==> config.mk <==
export PLATFORM = sky130hd
export DESIGN_NAME = cpw_pwm
export DESIGN_NICKNAME = d
export VERILOG_FILES = /design/src/cpw_pkg.sv /design/src/cpw_prescale.sv /design/src/cpw_axil.sv /design/src/cpw_pwm.sv
export VERILOG_INCLUDE_DIRS = /design/src /design/src/src
export SDC_FILE = /design/constraint.sdc
export NUM_CORES = 1
export LEC_CHECK = 0
export ABC_AREA = 1
export BUFFER_PORTS_ARGS = -buffer_cell sky130_fd_sc_hd__clkbuf_2
export CELL_PAD_IN_SITES_DETAIL_PLACEMENT = 2
export CELL_PAD_IN_SITES_GLOBAL_PLACEMENT = 2
export CORE_MARGIN = 2
export CORE_UTILIZATION = 30
export CTS_BUF_LIST = sky130_fd_sc_hd__clkbuf_4 sky130_fd_sc_hd__clkbuf_8
export DETAILED_ROUTE_END_ITERATION = 7
export GPL_TIMING_DRIVEN = 1
export PLACE_DENSITY_LB_ADDON = 0.3
export SLEW_MARGIN = 40
export SYNTH_ARGS = -nofsm -noshare
export SYNTH_HDL_FRONTEND = slang
export SYNTH_HIERARCHICAL = 1
export SYNTH_SLANG_ARGS = --single-unit
==> constraint.sdc <==
create_clock -name aclk -period 2.4 [get_ports aclk]
set_input_delay 0.36 -clock aclk [delete_from_list [all_inputs] [get_ports aclk]]
set_output_delay 0.36 -clock aclk [all_outputs]
set_load 0.02 [all_outputs]
==> src/cpw_defines.svh <==
`ifndef CPW_DEFINES_SVH
`define CPW_DEFINES_SVH

// Register byte addresses
`define CPW_ADDR_PERIOD 4'h0
`define CPW_ADDR_DUTY_WR 4'h4
`define CPW_ADDR_SHADOW 4'h8
`define CPW_ADDR_CTRL 4'hc
`define CPW_ADDR_MISC 5'h10
`define CPW_ADDR_COUNT 5'h14

// Control register fields
`define CPW_CTRL_DUTY_LSB_HI 5
`define CPW_CTRL_DUTY_LSB_LO 4
`define CPW_CTRL_MODE_HI 3
`define CPW_CTRL_MODE_LO 0
`define CPW_CTRL_MASK 8'h3f
`define CPW_PWM_MODE_MASK 4'hc

// Prescale select and run fields in the misc register
`define CPW_MISC_PRE_HI 1
`define CPW_MISC_PRE_LO 0
`define CPW_MISC_RUN 2

// Reset values
`define CPW_RST_PERIOD 8'hff
`define CPW_RST_BYTE 8'h00

// AXI responses
`define CPW_RESP_OKAY 2'b00
`define CPW_RESP_SLVERR 2'b10

`endif

==> src/cpw_pkg.sv <==
package cpw_pkg;
  typedef enum logic [1:0] {
    CPW_PRE_1 = 2'b00,
    CPW_PRE_4 = 2'b01,
    CPW_PRE_16 = 2'b10,
    CPW_PRE_16B = 2'b11
  } cpw_pre_t;
  typedef logic [7:0] cpw_byte_t;
  typedef logic [9:0] cpw_duty_t;
endpackage

==> src/cpw_prescale.sv <==
`timescale 1ns/100ps
`include "cpw_defines.svh"

module cpw_prescale (
  // Clock and reset
  input wire logic aclk,
  input wire logic aresetn,
  // Control
  input wire logic run,
  input wire logic clear,
  input wire cpw_pkg::cpw_pre_t pre_sel,
  // Outputs
  output logic tick,
  output logic [1:0] sub_count
);
  import cpw_pkg::*;

  logic [3:0] pre_cnt;
  logic [3:0] pre_last;
  logic wrap;

  assign pre_last = (pre_sel == CPW_PRE_1) ? 4'h0 :
                    (pre_sel == CPW_PRE_4) ? 4'h3 : 4'hf;
  assign wrap = (pre_cnt == pre_last);
  assign tick = run & wrap;
  // Two sub-cycle bits extend the timer: quarter ticks at 1:1 is not
  // available with one clock, so the two top prescale bits are used.
  assign sub_count = (pre_sel == CPW_PRE_1) ? 2'b00 :
                     (pre_sel == CPW_PRE_4) ? pre_cnt[1:0] : pre_cnt[3:2];

  always_ff @(posedge aclk) begin
    if (!aresetn || clear || !run || wrap) begin
      pre_cnt <= 4'h0;
    end else begin
      pre_cnt <= pre_cnt + 4'h1;
    end
  end
endmodule // cpw_prescale

==> src/cpw_axil.sv <==
`timescale 1ns/100ps
`include "cpw_defines.svh"

module cpw_axil (
  // Clock and reset
  input wire logic aclk,
  input wire logic aresetn,
  // Write address and data
  input wire logic [4:0] s_axi_awaddr,
  input wire logic s_axi_awvalid,
  output logic s_axi_awready,
  input wire logic [31:0] s_axi_wdata,
  input wire logic [3:0] s_axi_wstrb,
  input wire logic s_axi_wvalid,
  output logic s_axi_wready,
  // Write response
  output logic [1:0] s_axi_bresp,
  output logic s_axi_bvalid,
  input wire logic s_axi_bready,
  // Read
  input wire logic [4:0] s_axi_araddr,
  input wire logic s_axi_arvalid,
  output logic s_axi_arready,
  output logic [31:0] s_axi_rdata,
  output logic [1:0] s_axi_rresp,
  output logic s_axi_rvalid,
  input wire logic s_axi_rready,
  // Register side
  output logic wr_en,
  output logic [4:0] wr_addr,
  output logic [7:0] wr_data,
  output logic [4:0] rd_addr,
  input wire logic [7:0] rd_data,
  input wire logic rd_ok,
  input wire logic wr_ok
);
  logic aw_held;
  logic w_held;
  logic [4:0] aw_q;
  logic [7:0] w_q;
  logic w_lane;
  logic do_write;
  logic do_read;
  logic aw_take;
  logic w_take;
  logic next_aw_held;
  logic next_w_held;
  logic next_bvalid;
  logic next_rvalid;

  // Readies come from next state so every bus output leaves a flop
  assign aw_take = s_axi_awvalid && s_axi_awready;
  assign w_take = s_axi_wvalid && s_axi_wready;
  assign do_write = aw_held && w_held && !s_axi_bvalid;
  assign next_aw_held = !do_write && (aw_held || aw_take);
  assign next_w_held = !do_write && (w_held || w_take);
  assign next_bvalid = do_write || (s_axi_bvalid && !s_axi_bready);
  assign wr_en = do_write && w_lane;
  assign wr_addr = aw_q;
  assign wr_data = w_q;
  assign do_read = s_axi_arvalid && s_axi_arready;
  assign next_rvalid = do_read || (s_axi_rvalid && !s_axi_rready);
  assign rd_addr = s_axi_araddr;

  always_ff @(posedge aclk) begin
    if (!aresetn) begin
      aw_held <= 1'b0;
      w_held <= 1'b0;
      aw_q <= 5'h00;
      w_q <= 8'h00;
      w_lane <= 1'b0;
      s_axi_bvalid <= 1'b0;
      s_axi_bresp <= `CPW_RESP_OKAY;
      s_axi_awready <= 1'b1;
      s_axi_wready <= 1'b1;
    end else begin
      aw_held <= next_aw_held;
      w_held <= next_w_held;
      s_axi_bvalid <= next_bvalid;
      s_axi_awready <= !next_aw_held && !next_bvalid;
      s_axi_wready <= !next_w_held && !next_bvalid;
      if (aw_take) begin
        aw_q <= s_axi_awaddr;
      end
      if (w_take) begin
        w_q <= s_axi_wdata[7:0];
        w_lane <= s_axi_wstrb[0];
      end
      if (do_write) begin
        s_axi_bresp <= wr_ok ? `CPW_RESP_OKAY : `CPW_RESP_SLVERR;
      end
    end
  end

  always_ff @(posedge aclk) begin
    if (!aresetn) begin
      s_axi_rvalid <= 1'b0;
      s_axi_arready <= 1'b1;
      s_axi_rdata <= 32'h0000_0000;
      s_axi_rresp <= `CPW_RESP_OKAY;
    end else begin
      s_axi_rvalid <= next_rvalid;
      s_axi_arready <= !next_rvalid;
      if (do_read) begin
        s_axi_rdata <= {24'h00_0000, rd_data};
        s_axi_rresp <= rd_ok ? `CPW_RESP_OKAY : `CPW_RESP_SLVERR;
      end
    end
  end
endmodule // cpw_axil

==> src/cpw_pwm.sv <==
`timescale 1ns/100ps
`include "cpw_defines.svh"

module cpw_pwm (
  // Clock and reset
  input wire logic aclk,
  input wire logic aresetn,
  // AXI4-Lite write address and data
  input wire logic [4:0] s_axi_awaddr,
  input wire logic s_axi_awvalid,
  output logic s_axi_awready,
  input wire logic [31:0] s_axi_wdata,
  input wire logic [3:0] s_axi_wstrb,
  input wire logic s_axi_wvalid,
  output logic s_axi_wready,
  // AXI4-Lite write response
  output logic [1:0] s_axi_bresp,
  output logic s_axi_bvalid,
  input wire logic s_axi_bready,
  // AXI4-Lite read
  input wire logic [4:0] s_axi_araddr,
  input wire logic s_axi_arvalid,
  output logic s_axi_arready,
  output logic [31:0] s_axi_rdata,
  output logic [1:0] s_axi_rresp,
  output logic s_axi_rvalid,
  input wire logic s_axi_rready,
  // Waveform
  output logic wave_output_pin
);
  import cpw_pkg::*;

  cpw_byte_t period_limit_reg;
  cpw_byte_t period_timer_count;
  cpw_byte_t duty_write_byte;
  cpw_byte_t duty_shadow_byte;
  logic [5:0] unit_control_reg;
  logic [1:0] duty_lsb_latch;
  logic [2:0] misc_reg;
  logic wave_latch;

  logic wr_en;
  logic [4:0] wr_addr;
  logic [7:0] wr_data;
  logic [4:0] rd_addr;
  logic [7:0] rd_data;
  logic rd_ok;
  logic wr_ok;

  logic tick;
  logic [1:0] sub_count;
  logic pwm_mode;
  logic timer_run;
  logic rollover;
  logic rollover_q;
  logic duty_zero;
  cpw_duty_t duty_next;
  cpw_duty_t shadow_full;
  cpw_duty_t timer_full;
  logic duty_match;
  logic wr_period;
  logic wr_duty;
  logic wr_shadow;
  logic wr_ctrl;
  logic wr_misc;
  logic wr_timer;
  logic ctrl_off;
  logic next_wave;
  logic [7:0] ctrl_read;

  // Bus slave answers in one cycle after both write halves are held
  cpw_axil u_axil (
    .aclk(aclk),
    .aresetn(aresetn),
    .s_axi_awaddr(s_axi_awaddr),
    .s_axi_awvalid(s_axi_awvalid),
    .s_axi_awready(s_axi_awready),
    .s_axi_wdata(s_axi_wdata),
    .s_axi_wstrb(s_axi_wstrb),
    .s_axi_wvalid(s_axi_wvalid),
    .s_axi_wready(s_axi_wready),
    .s_axi_bresp(s_axi_bresp),
    .s_axi_bvalid(s_axi_bvalid),
    .s_axi_bready(s_axi_bready),
    .s_axi_araddr(s_axi_araddr),
    .s_axi_arvalid(s_axi_arvalid),
    .s_axi_arready(s_axi_arready),
    .s_axi_rdata(s_axi_rdata),
    .s_axi_rresp(s_axi_rresp),
    .s_axi_rvalid(s_axi_rvalid),
    .s_axi_rready(s_axi_rready),
    .wr_en(wr_en),
    .wr_addr(wr_addr),
    .wr_data(wr_data),
    .rd_addr(rd_addr),
    .rd_data(rd_data),
    .rd_ok(rd_ok),
    .wr_ok(wr_ok)
  );

  cpw_prescale u_pre (
    .aclk(aclk),
    .aresetn(aresetn),
    .run(timer_run),
    .clear(wr_timer),
    .pre_sel(cpw_pre_t'(misc_reg[`CPW_MISC_PRE_HI:`CPW_MISC_PRE_LO])),
    .tick(tick),
    .sub_count(sub_count)
  );

  // Register decode
  assign wr_period = wr_en && (wr_addr == {1'b0, `CPW_ADDR_PERIOD});
  assign wr_duty = wr_en && (wr_addr == {1'b0, `CPW_ADDR_DUTY_WR});
  assign wr_shadow = wr_en && (wr_addr == {1'b0, `CPW_ADDR_SHADOW});
  assign wr_ctrl = wr_en && (wr_addr == {1'b0, `CPW_ADDR_CTRL});
  assign wr_misc = wr_en && (wr_addr == `CPW_ADDR_MISC);
  assign wr_timer = wr_en && (wr_addr == `CPW_ADDR_COUNT);
  assign wr_ok = (wr_addr[1:0] == 2'b00) && (wr_addr <= `CPW_ADDR_COUNT);
  assign rd_ok = (rd_addr[1:0] == 2'b00) && (rd_addr <= `CPW_ADDR_COUNT);
  assign ctrl_off = wr_ctrl && (wr_data == 8'h00);

  assign ctrl_read = {2'b00, unit_control_reg};
  assign rd_data =
    (rd_addr == {1'b0, `CPW_ADDR_PERIOD}) ? period_limit_reg :
    (rd_addr == {1'b0, `CPW_ADDR_DUTY_WR}) ? duty_write_byte :
    (rd_addr == {1'b0, `CPW_ADDR_SHADOW}) ? duty_shadow_byte :
    (rd_addr == {1'b0, `CPW_ADDR_CTRL}) ? ctrl_read :
    (rd_addr == `CPW_ADDR_MISC) ? {5'h00, misc_reg} :
    (rd_addr == `CPW_ADDR_COUNT) ? period_timer_count : 8'h00;

  // Modes 11xx select PWM
  assign pwm_mode = ((unit_control_reg[`CPW_CTRL_MODE_HI:`CPW_CTRL_MODE_LO]
                     & `CPW_PWM_MODE_MASK) == `CPW_PWM_MODE_MASK);
  assign timer_run = misc_reg[`CPW_MISC_RUN];

  // Rollover occurs on the increment after equality
  assign rollover = tick && (period_timer_count == period_limit_reg);

  // 10-bit duty built from write byte and control bits 5:4
  assign duty_next = {duty_write_byte,
    unit_control_reg[`CPW_CTRL_DUTY_LSB_HI:`CPW_CTRL_DUTY_LSB_LO]};
  assign duty_zero = (shadow_full == 10'h000);
  assign shadow_full = {duty_shadow_byte, duty_lsb_latch};
  assign timer_full = {period_timer_count, sub_count};
  // Exact match only, so a duty past the period never clears
  assign duty_match = (shadow_full == timer_full);

  // Set lags rollover one clock, as clear lags its match, so the high
  // time is exactly the duty count; the pin trails the timer by a clock
  always_comb begin
    next_wave = wave_latch;
    if (!pwm_mode) begin
      next_wave = 1'b0;
    end else if (rollover_q) begin
      next_wave = !duty_zero;
    end else if (duty_match) begin
      next_wave = 1'b0;
    end
  end

  // Period limit and timer
  always_ff @(posedge aclk) begin
    if (!aresetn) begin
      period_limit_reg <= `CPW_RST_PERIOD;
      period_timer_count <= `CPW_RST_BYTE;
      rollover_q <= 1'b0;
    end else begin
      rollover_q <= rollover;
      if (wr_period) begin
        period_limit_reg <= wr_data;
      end
      if (wr_timer) begin
        period_timer_count <= wr_data;
      end else if (rollover) begin
        period_timer_count <= `CPW_RST_BYTE;
      end else if (tick) begin
        period_timer_count <= period_timer_count + 8'h01;
      end
    end
  end

  // Duty bytes and control
  always_ff @(posedge aclk) begin
    if (!aresetn) begin
      duty_write_byte <= `CPW_RST_BYTE;
      duty_shadow_byte <= `CPW_RST_BYTE;
      duty_lsb_latch <= 2'b00;
      unit_control_reg <= 6'h00;
      misc_reg <= 3'h0;
    end else begin
      if (wr_duty) begin
        duty_write_byte <= wr_data;
      end
      if (wr_ctrl) begin
        unit_control_reg <= wr_data[5:0];
      end
      if (wr_misc) begin
        misc_reg <= wr_data[2:0];
      end
      if (pwm_mode && rollover) begin
        duty_shadow_byte <= duty_next[9:2];
        duty_lsb_latch <= duty_next[1:0];
      end else if (wr_shadow && !pwm_mode) begin
        duty_shadow_byte <= wr_data;
      end
    end
  end

  // Unit output latch; port data latch lives outside this block
  always_ff @(posedge aclk) begin
    if (!aresetn) begin
      wave_latch <= 1'b0;
    end else if (ctrl_off) begin
      wave_latch <= 1'b0;
    end else begin
      wave_latch <= next_wave;
    end
  end

  // Direction control belongs to the port logic; pin is driven as level
  assign wave_output_pin = wave_latch;
endmodule // cpw_pwm

# --- After elaboration in Yosys (flattened, before gate mapping) ---
# Cells that the tools add are included.
classes:
  bitwise_logic: 3
  magnitude_cmp: 2
  n_reduce_logical: 54
  add_sub_neg: 2
  n_eq_ne: 15
  muxes: 19
ops:
  columns: ["op", "count"]
  rows:
  - ["2-to-1 mux 8 bit", 11]
  - ["logical AND 1 bit", 24]
  - ["equality test 5 x 4 -> 1 bit, second input constant", 4]
  - ["equality test 5 bit, second input constant", 4]
  - ["zero test 1 bit", 12]
  - ["equality test 10 bit", 1]
  - ["equality test 5 x 3 -> 1 bit, second input constant", 2]
  - ["<= comparator 5 bit, second input constant", 2]
  - ["zero test 10 bit", 1]
  - ["zero test 5 bit", 2]
  - ["adder 8 x 1 -> 8 bit, second input constant", 1]
  - ["equality test 8 bit", 1]
  - ["zero test 8 bit", 1]
  - ["2-to-1 mux 2 bit", 4]
  - ["2-to-1 mux 4 bit", 2]
  - ["logical OR 1 bit", 7]
  - ["zero test 2 bit", 3]
  - ["adder 4 x 1 -> 4 bit, second input constant", 1]
  - ["equality test 4 bit", 1]
  - ["nonzero test 2 bit", 2]
  - ["nonzero test 3 bit", 1]
  - ["OR reduction 3 bit", 1]
  - ["equality test 2 x 1 -> 1 bit, second input constant", 1]
  - ["equality test 2 bit, second input constant", 1]
  - ["other kinds (3)", 5]
word_totals:
  word_cells: 118
  regBits: 82
  input_bits: 53
  out_inout_bits: 42

# --- Longest topological paths before layout ---
depth:
  depth_word: 8
  mapped_depth: 15
  mapped_depth_nobuf: 15

# --- By module ---
# The synthesis kept the hierarchy.
by_module_without_submodules:
  columns: ["mod", "cells_per_inst", "area_per_inst_um2", "instances", "seq_area_each_um2"]
  rows:
  - ["cpw_pwm", 405, 2640.0, 1, 900.9]
  - ["cpw_axil", 173, 1330.0, 1, 620.6]
  - ["cpw_prescale", 37, 260.2, 1, 80.1]

# --- Worst setup path after synthesis ---
# Ideal clock, no wire load.
synth_path:
  path_kind: "flip-flop to flip-flop"
  startpoint: "register misc_reg[1]"
  endpoint: "register duty_shadow_byte[0]"
  slack_ns: 0.623
  arrival_ns: 1.649
  setup_ns: 0.128
  path_stages_with_launch: 16
  required_time_ns: 2.272
  synth_period_minus_slack_ns: 1.777
  cell_sequence: "dfxtp_1 inv_2 nand2_2 nand2_1 nand2_1 nand2_2 nor2_1 inv_1 a21oi_1 nand3_1 nor2_4 nand3_4 nand2_2 nor2_1 nor2_1 nor2_1"
synth_via:
  elab_chain_cells: 8
synth_lines:
  columns: ["element", "line_no", "rtl"]
  rows:
  - ["start, declared", "cpw_pwm.sv:39", "logic [2:0] misc_reg;"]
  - ["start signal, assigned", "cpw_pwm.sv:198", "misc_reg <= wr_data[2:0];"]
  - ["equality test 2 x 1 -> 1 bit", "cpw_prescale.sv:23", "(pre_sel == CPW_PRE_4) ? 4'h3 : 4'hf;"]
  - ["2-to-1 mux 4 bit", "cpw_prescale.sv:23", null]
  - ["2-to-1 mux 4 bit (*)", "cpw_prescale.sv:22", "assign pre_last = (pre_sel == CPW_PRE_1) ? 4'h0 :"]
  - ["equality test 4 bit (*)", "cpw_prescale.sv:24", "assign wrap = (pre_cnt == pre_last);"]
  - ["bitwise AND 1 bit (*)", "cpw_prescale.sv:25", "assign tick = run & wrap;"]
  - ["named net tick", "cpw_pwm.sv:50", "logic tick;"]
  - ["logical AND 1 bit (*)", "cpw_pwm.sv:137", "assign rollover = tick && (period_timer_count == period_limit_reg);"]
  - ["logical AND 1 bit (*)", "cpw_pwm.sv:200", "if (pwm_mode && rollover) begin"]
  - ["2-to-1 mux 8 bit / nonzero test 2 bit (equally long branches)", null, null]
  - ["end signal, assigned", "cpw_pwm.sv:186", "duty_shadow_byte <= `CPW_RST_BYTE;"]
  - ["end signal, assigned", "cpw_pwm.sv:201", "duty_shadow_byte <= duty_next[9:2];"]
  - ["end signal, assigned", "cpw_pwm.sv:204", "duty_shadow_byte <= wr_data;"]
  - ["end, declared", "cpw_pwm.sv:36", "cpw_byte_t duty_shadow_byte;"]
# The timed path passes the listed nets; every way through them passes the cells marked *.
# A chain may end at the register's enable or synchronous reset.

# --- Worst setup path after layout ---
layout_path:
  startpoint: "register misc_reg[1]"
  endpoint: "register duty_shadow_byte[1]"
# The elaborated chain is that of the path after synthesis.

==> metrics.md <==
| Metric | Value |
|---|---|
| Netlist cell types | 38 |
| TritonCTS clock tree | yes |
| Antenna Cells | 0 |
| Clock Path Buffers | 2 |
| Static Leak | 2.040 nW |
| Most common library cells after synthesis | nand2_1, nor2_1, dfxtp_1 |
| Share of post-route cells with drive strength above 1 | 0.1441 |
| H-tree depth | 3 |
| Die width | 122.7 µm |
| Crit. End Element | flip-flop |
| Yosys top cell area share | 0.3786 |
| Final setup viols | 0 |
| Peak supply drop | 0.4244 mV |
| Highest clock rate | 473.9 MHz |
| Largest cells by area after synthesis | dfxtp_1, nand2_1, nor2_1, inv_1, o21ai_0 |
| Max-Cap Viols | 0 |
| Placement Cell Area | 0.004547 mm² |
| First-pass GRT wire length | 23.23 mm |
| CTS clock-pin slew for the worst setup and hold paths | 80 ps |
| Dominant cell type by area after synthesis | dfxtp_1 |
| Via count | 4146 |
| Worst min path class | primary input to flip-flop |
| Postcts setup bufs | 0 |
| Clock sink total | 80 |
| Final ANT Viol Nets | 0 |
| Post-synth ARST share | 0 |
| Number of global-route vias before repair | 4385 |
| Synthesized area per cell | 6.879 µm² |
| Setup Crit Path Kind | flip-flop to flip-flop |
| Arr. time, crit path | 2360 ps |
| GRT Total Usage | 0.2048 |
| Finished Cell Area | 0.004722 mm² |
| Hold Crit Depth | 3 |
| Worst reg2reg setup slack | 290 ps |
| Site Rows | 43 |
| Number of port buffers | 41 |
| Core Footprint | 0.01383 mm² |
| Final Cycle Share | 0.8793 |
| Synth Cell Area | 0.004230 mm² |
| Synth Instances | 615 |
| Largest net degree at the start of global routing | 38 |
| Nets@finish | 717 |
| Worst-skew pair later-pin latency | 380 ps |
| 1st-pass router iterations | 4 |
| Hold Crit Start | s_axi_wdata[6] |
| Drt first-iter violations | 159 |
| Yosys warns | 6 |
| Clock skew | 10.97 ps |
| Die Area | 0.01507 mm² |
| IO Pins | 95 |
| Ys flop type | dfxtp_1 |
| DRT Wirelength | 14.63 mm |
| Hpwl dp | 11.31 mm |
| Overall power | 2.652 mW |
| Fin. max-slew vios | 0 |
| Total CTS buffers | 9 |
| Initial antenna violation count | 0 |
| Capture point of the worst reg-to-reg path | duty_shadow_byte[1] |
| Run status | finished clean |
| Count leader, synth | nand2_1 |
| Final hold vios | 0 |
| Relative slew margins | 0.6229 |
| Die Ht | 122.7 µm |
| Initial Utilization | 0.3059 |
| Crit path max fanout | 8 |
| RSZ-0062 raised after global routing | false |
| Reg-to-reg critical path startpoint | misc_reg[1] |
| Avg WL per Cell | 17.29 µm |
| Global route total overflow | 0 |
| Worst Hold Endpoint | u_axil/wr_data[6] |
| Detailed-route DRC error count | 0 |
| Worst path required time | 2650 ps |
| Post-synthesis sequential area ratio | 0.3786 |
| Crit start category | flip-flop |
| Post-synth EDFFs | 0 |
| Worst slew pin tran | 560.6 ps |
| Worst r2r path cells | 15 |
| Via density | 4.901 |
| #FFs+latches synth | 80 |
| PwrDens | 561.6 mW/mm² |
| Total negative setup slack | 0 ps |
| Root Driver | clkbuf_8 |
| RePlAce Congestion | 0.9013 |
| Area delta synth->final | 11.62% |
| Fin crit period | 2110 ps |
-- report_power, final --
group          leakage [nW]  internal [mW]  total, mW  switching [mW]
registers             0.652           1.37       1.44          0.0646
clock network        0.0841          0.396      0.918           0.522
logic                  1.30         0.0861      0.296           0.210
total                  2.04           1.86       2.65           0.796
-- through the flow --
stage,std cells,util,setup WS (ps),hold WS (ps)
2_1_floorplan,640,-,623.2,426.8
3_3_place_gp,831,0.3288,290.2,459.9
3_5_place_dp,831,0.3288,187.9,468.1
4_1_cts,846,0.3412,164.4,211.7
5_1_grt,846,0.3415,50.84,231.1
6_report,846,0.3415,289.7,229.5
-- cells by family after synthesis --
family,share of synthesized area
buffers and inverters,0.1488
XOR/XNOR,0.01863
AND/OR/NAND/NOR,0.2996
adder cells (fa/ha/maj),0.005914
AO/OA/AOI/OAI,0.1476
other,0.0008865
flip-flops,0.3786
-- worst max path at each step --
stage                     start                  end  slack [ps]  depth (start not counted)
2_1_floorplan       misc_reg[1]  duty_shadow_byte[0]         620                         15
3_3_place_gp   u_pre/pre_cnt[0]  duty_shadow_byte[2]         290                         15
3_5_place_dp   u_pre/pre_cnt[0]  duty_shadow_byte[2]         190                         15
4_1_cts        u_pre/pre_cnt[0]  duty_shadow_byte[2]         160                         15
5_1_grt             misc_reg[1]  duty_shadow_byte[0]          50                         15
6_report            misc_reg[1]  duty_shadow_byte[1]         290                         15
-- per-layer routing --
| metal | track usage | up-vias | part of all wire |
|---|---|---|---|
| met5 | 0 | - | 0 |
| met4 | 0.06609 | 0 | 0.026 |
| met3 | 0.05204 | 27 | 0.044 |
| met2 | 0.3432 | 86 | 0.48 |
| met1 | 0.2559 | 2012 | 0.45 |
| li1 | - | 2021 | - |
-- worst max-delay path: stages (launching register included) --
cell	delay (ps)
dfxtp_1	410
inv_2	90
nand2_2	60
nand2_1	50
nand2_1	70
nand2_2	70
nor2_2	150
inv_1	90
a21oi_1	140
nand3_1	150
nor2_4	230
nand3_4	100
nand2_2	160
nor2_1	70
nor2_1	100
nor2_1	50
-- layout by cell type (no fill, tap or decap), drive strengths merged --
| master | count |
|---|---|
| nor3b | 1 |
| o21ai | 51 |
| o22ai | 15 |
| nor2 | 106 |
| a21oi | 44 |
| o2111ai | 2 |
| ha | 2 |
| xnor2 | 3 |
| clkbuf | 51 |
| nor4 | 8 |
| clkinv | 6 |
| nand3 | 25 |
| and2 | 1 |
| conb | 26 |
| dfxtp | 80 |
| nand2 | 117 |
| o211ai | 4 |
| clkinvlp | 2 |
| nor3 | 4 |
| buf | 13 |
| nand4 | 16 |
| inv | 83 |
| xor2 | 6 |
-- what timing repair did --
action	in CTS	in global routing
endpoints found under the hold margin	0	0
resized for setup	0	2
hold buffers	0	0
setup endpoints to repair	0	18
-- layout make-up --
class                           count  area [µm²]
Timing Repair Buffer               54       302.8
Clock inverter                      5       33.78
Tap cell                          180       225.2
Fill cell                        1694        9105
Sequential cell                    80        1603
Clock buffer                       10       137.6
Inverter                           86       324.1
Multi-Input combinational cell    431        2096
No activity file was read; power rests on OpenSTA's default activity.
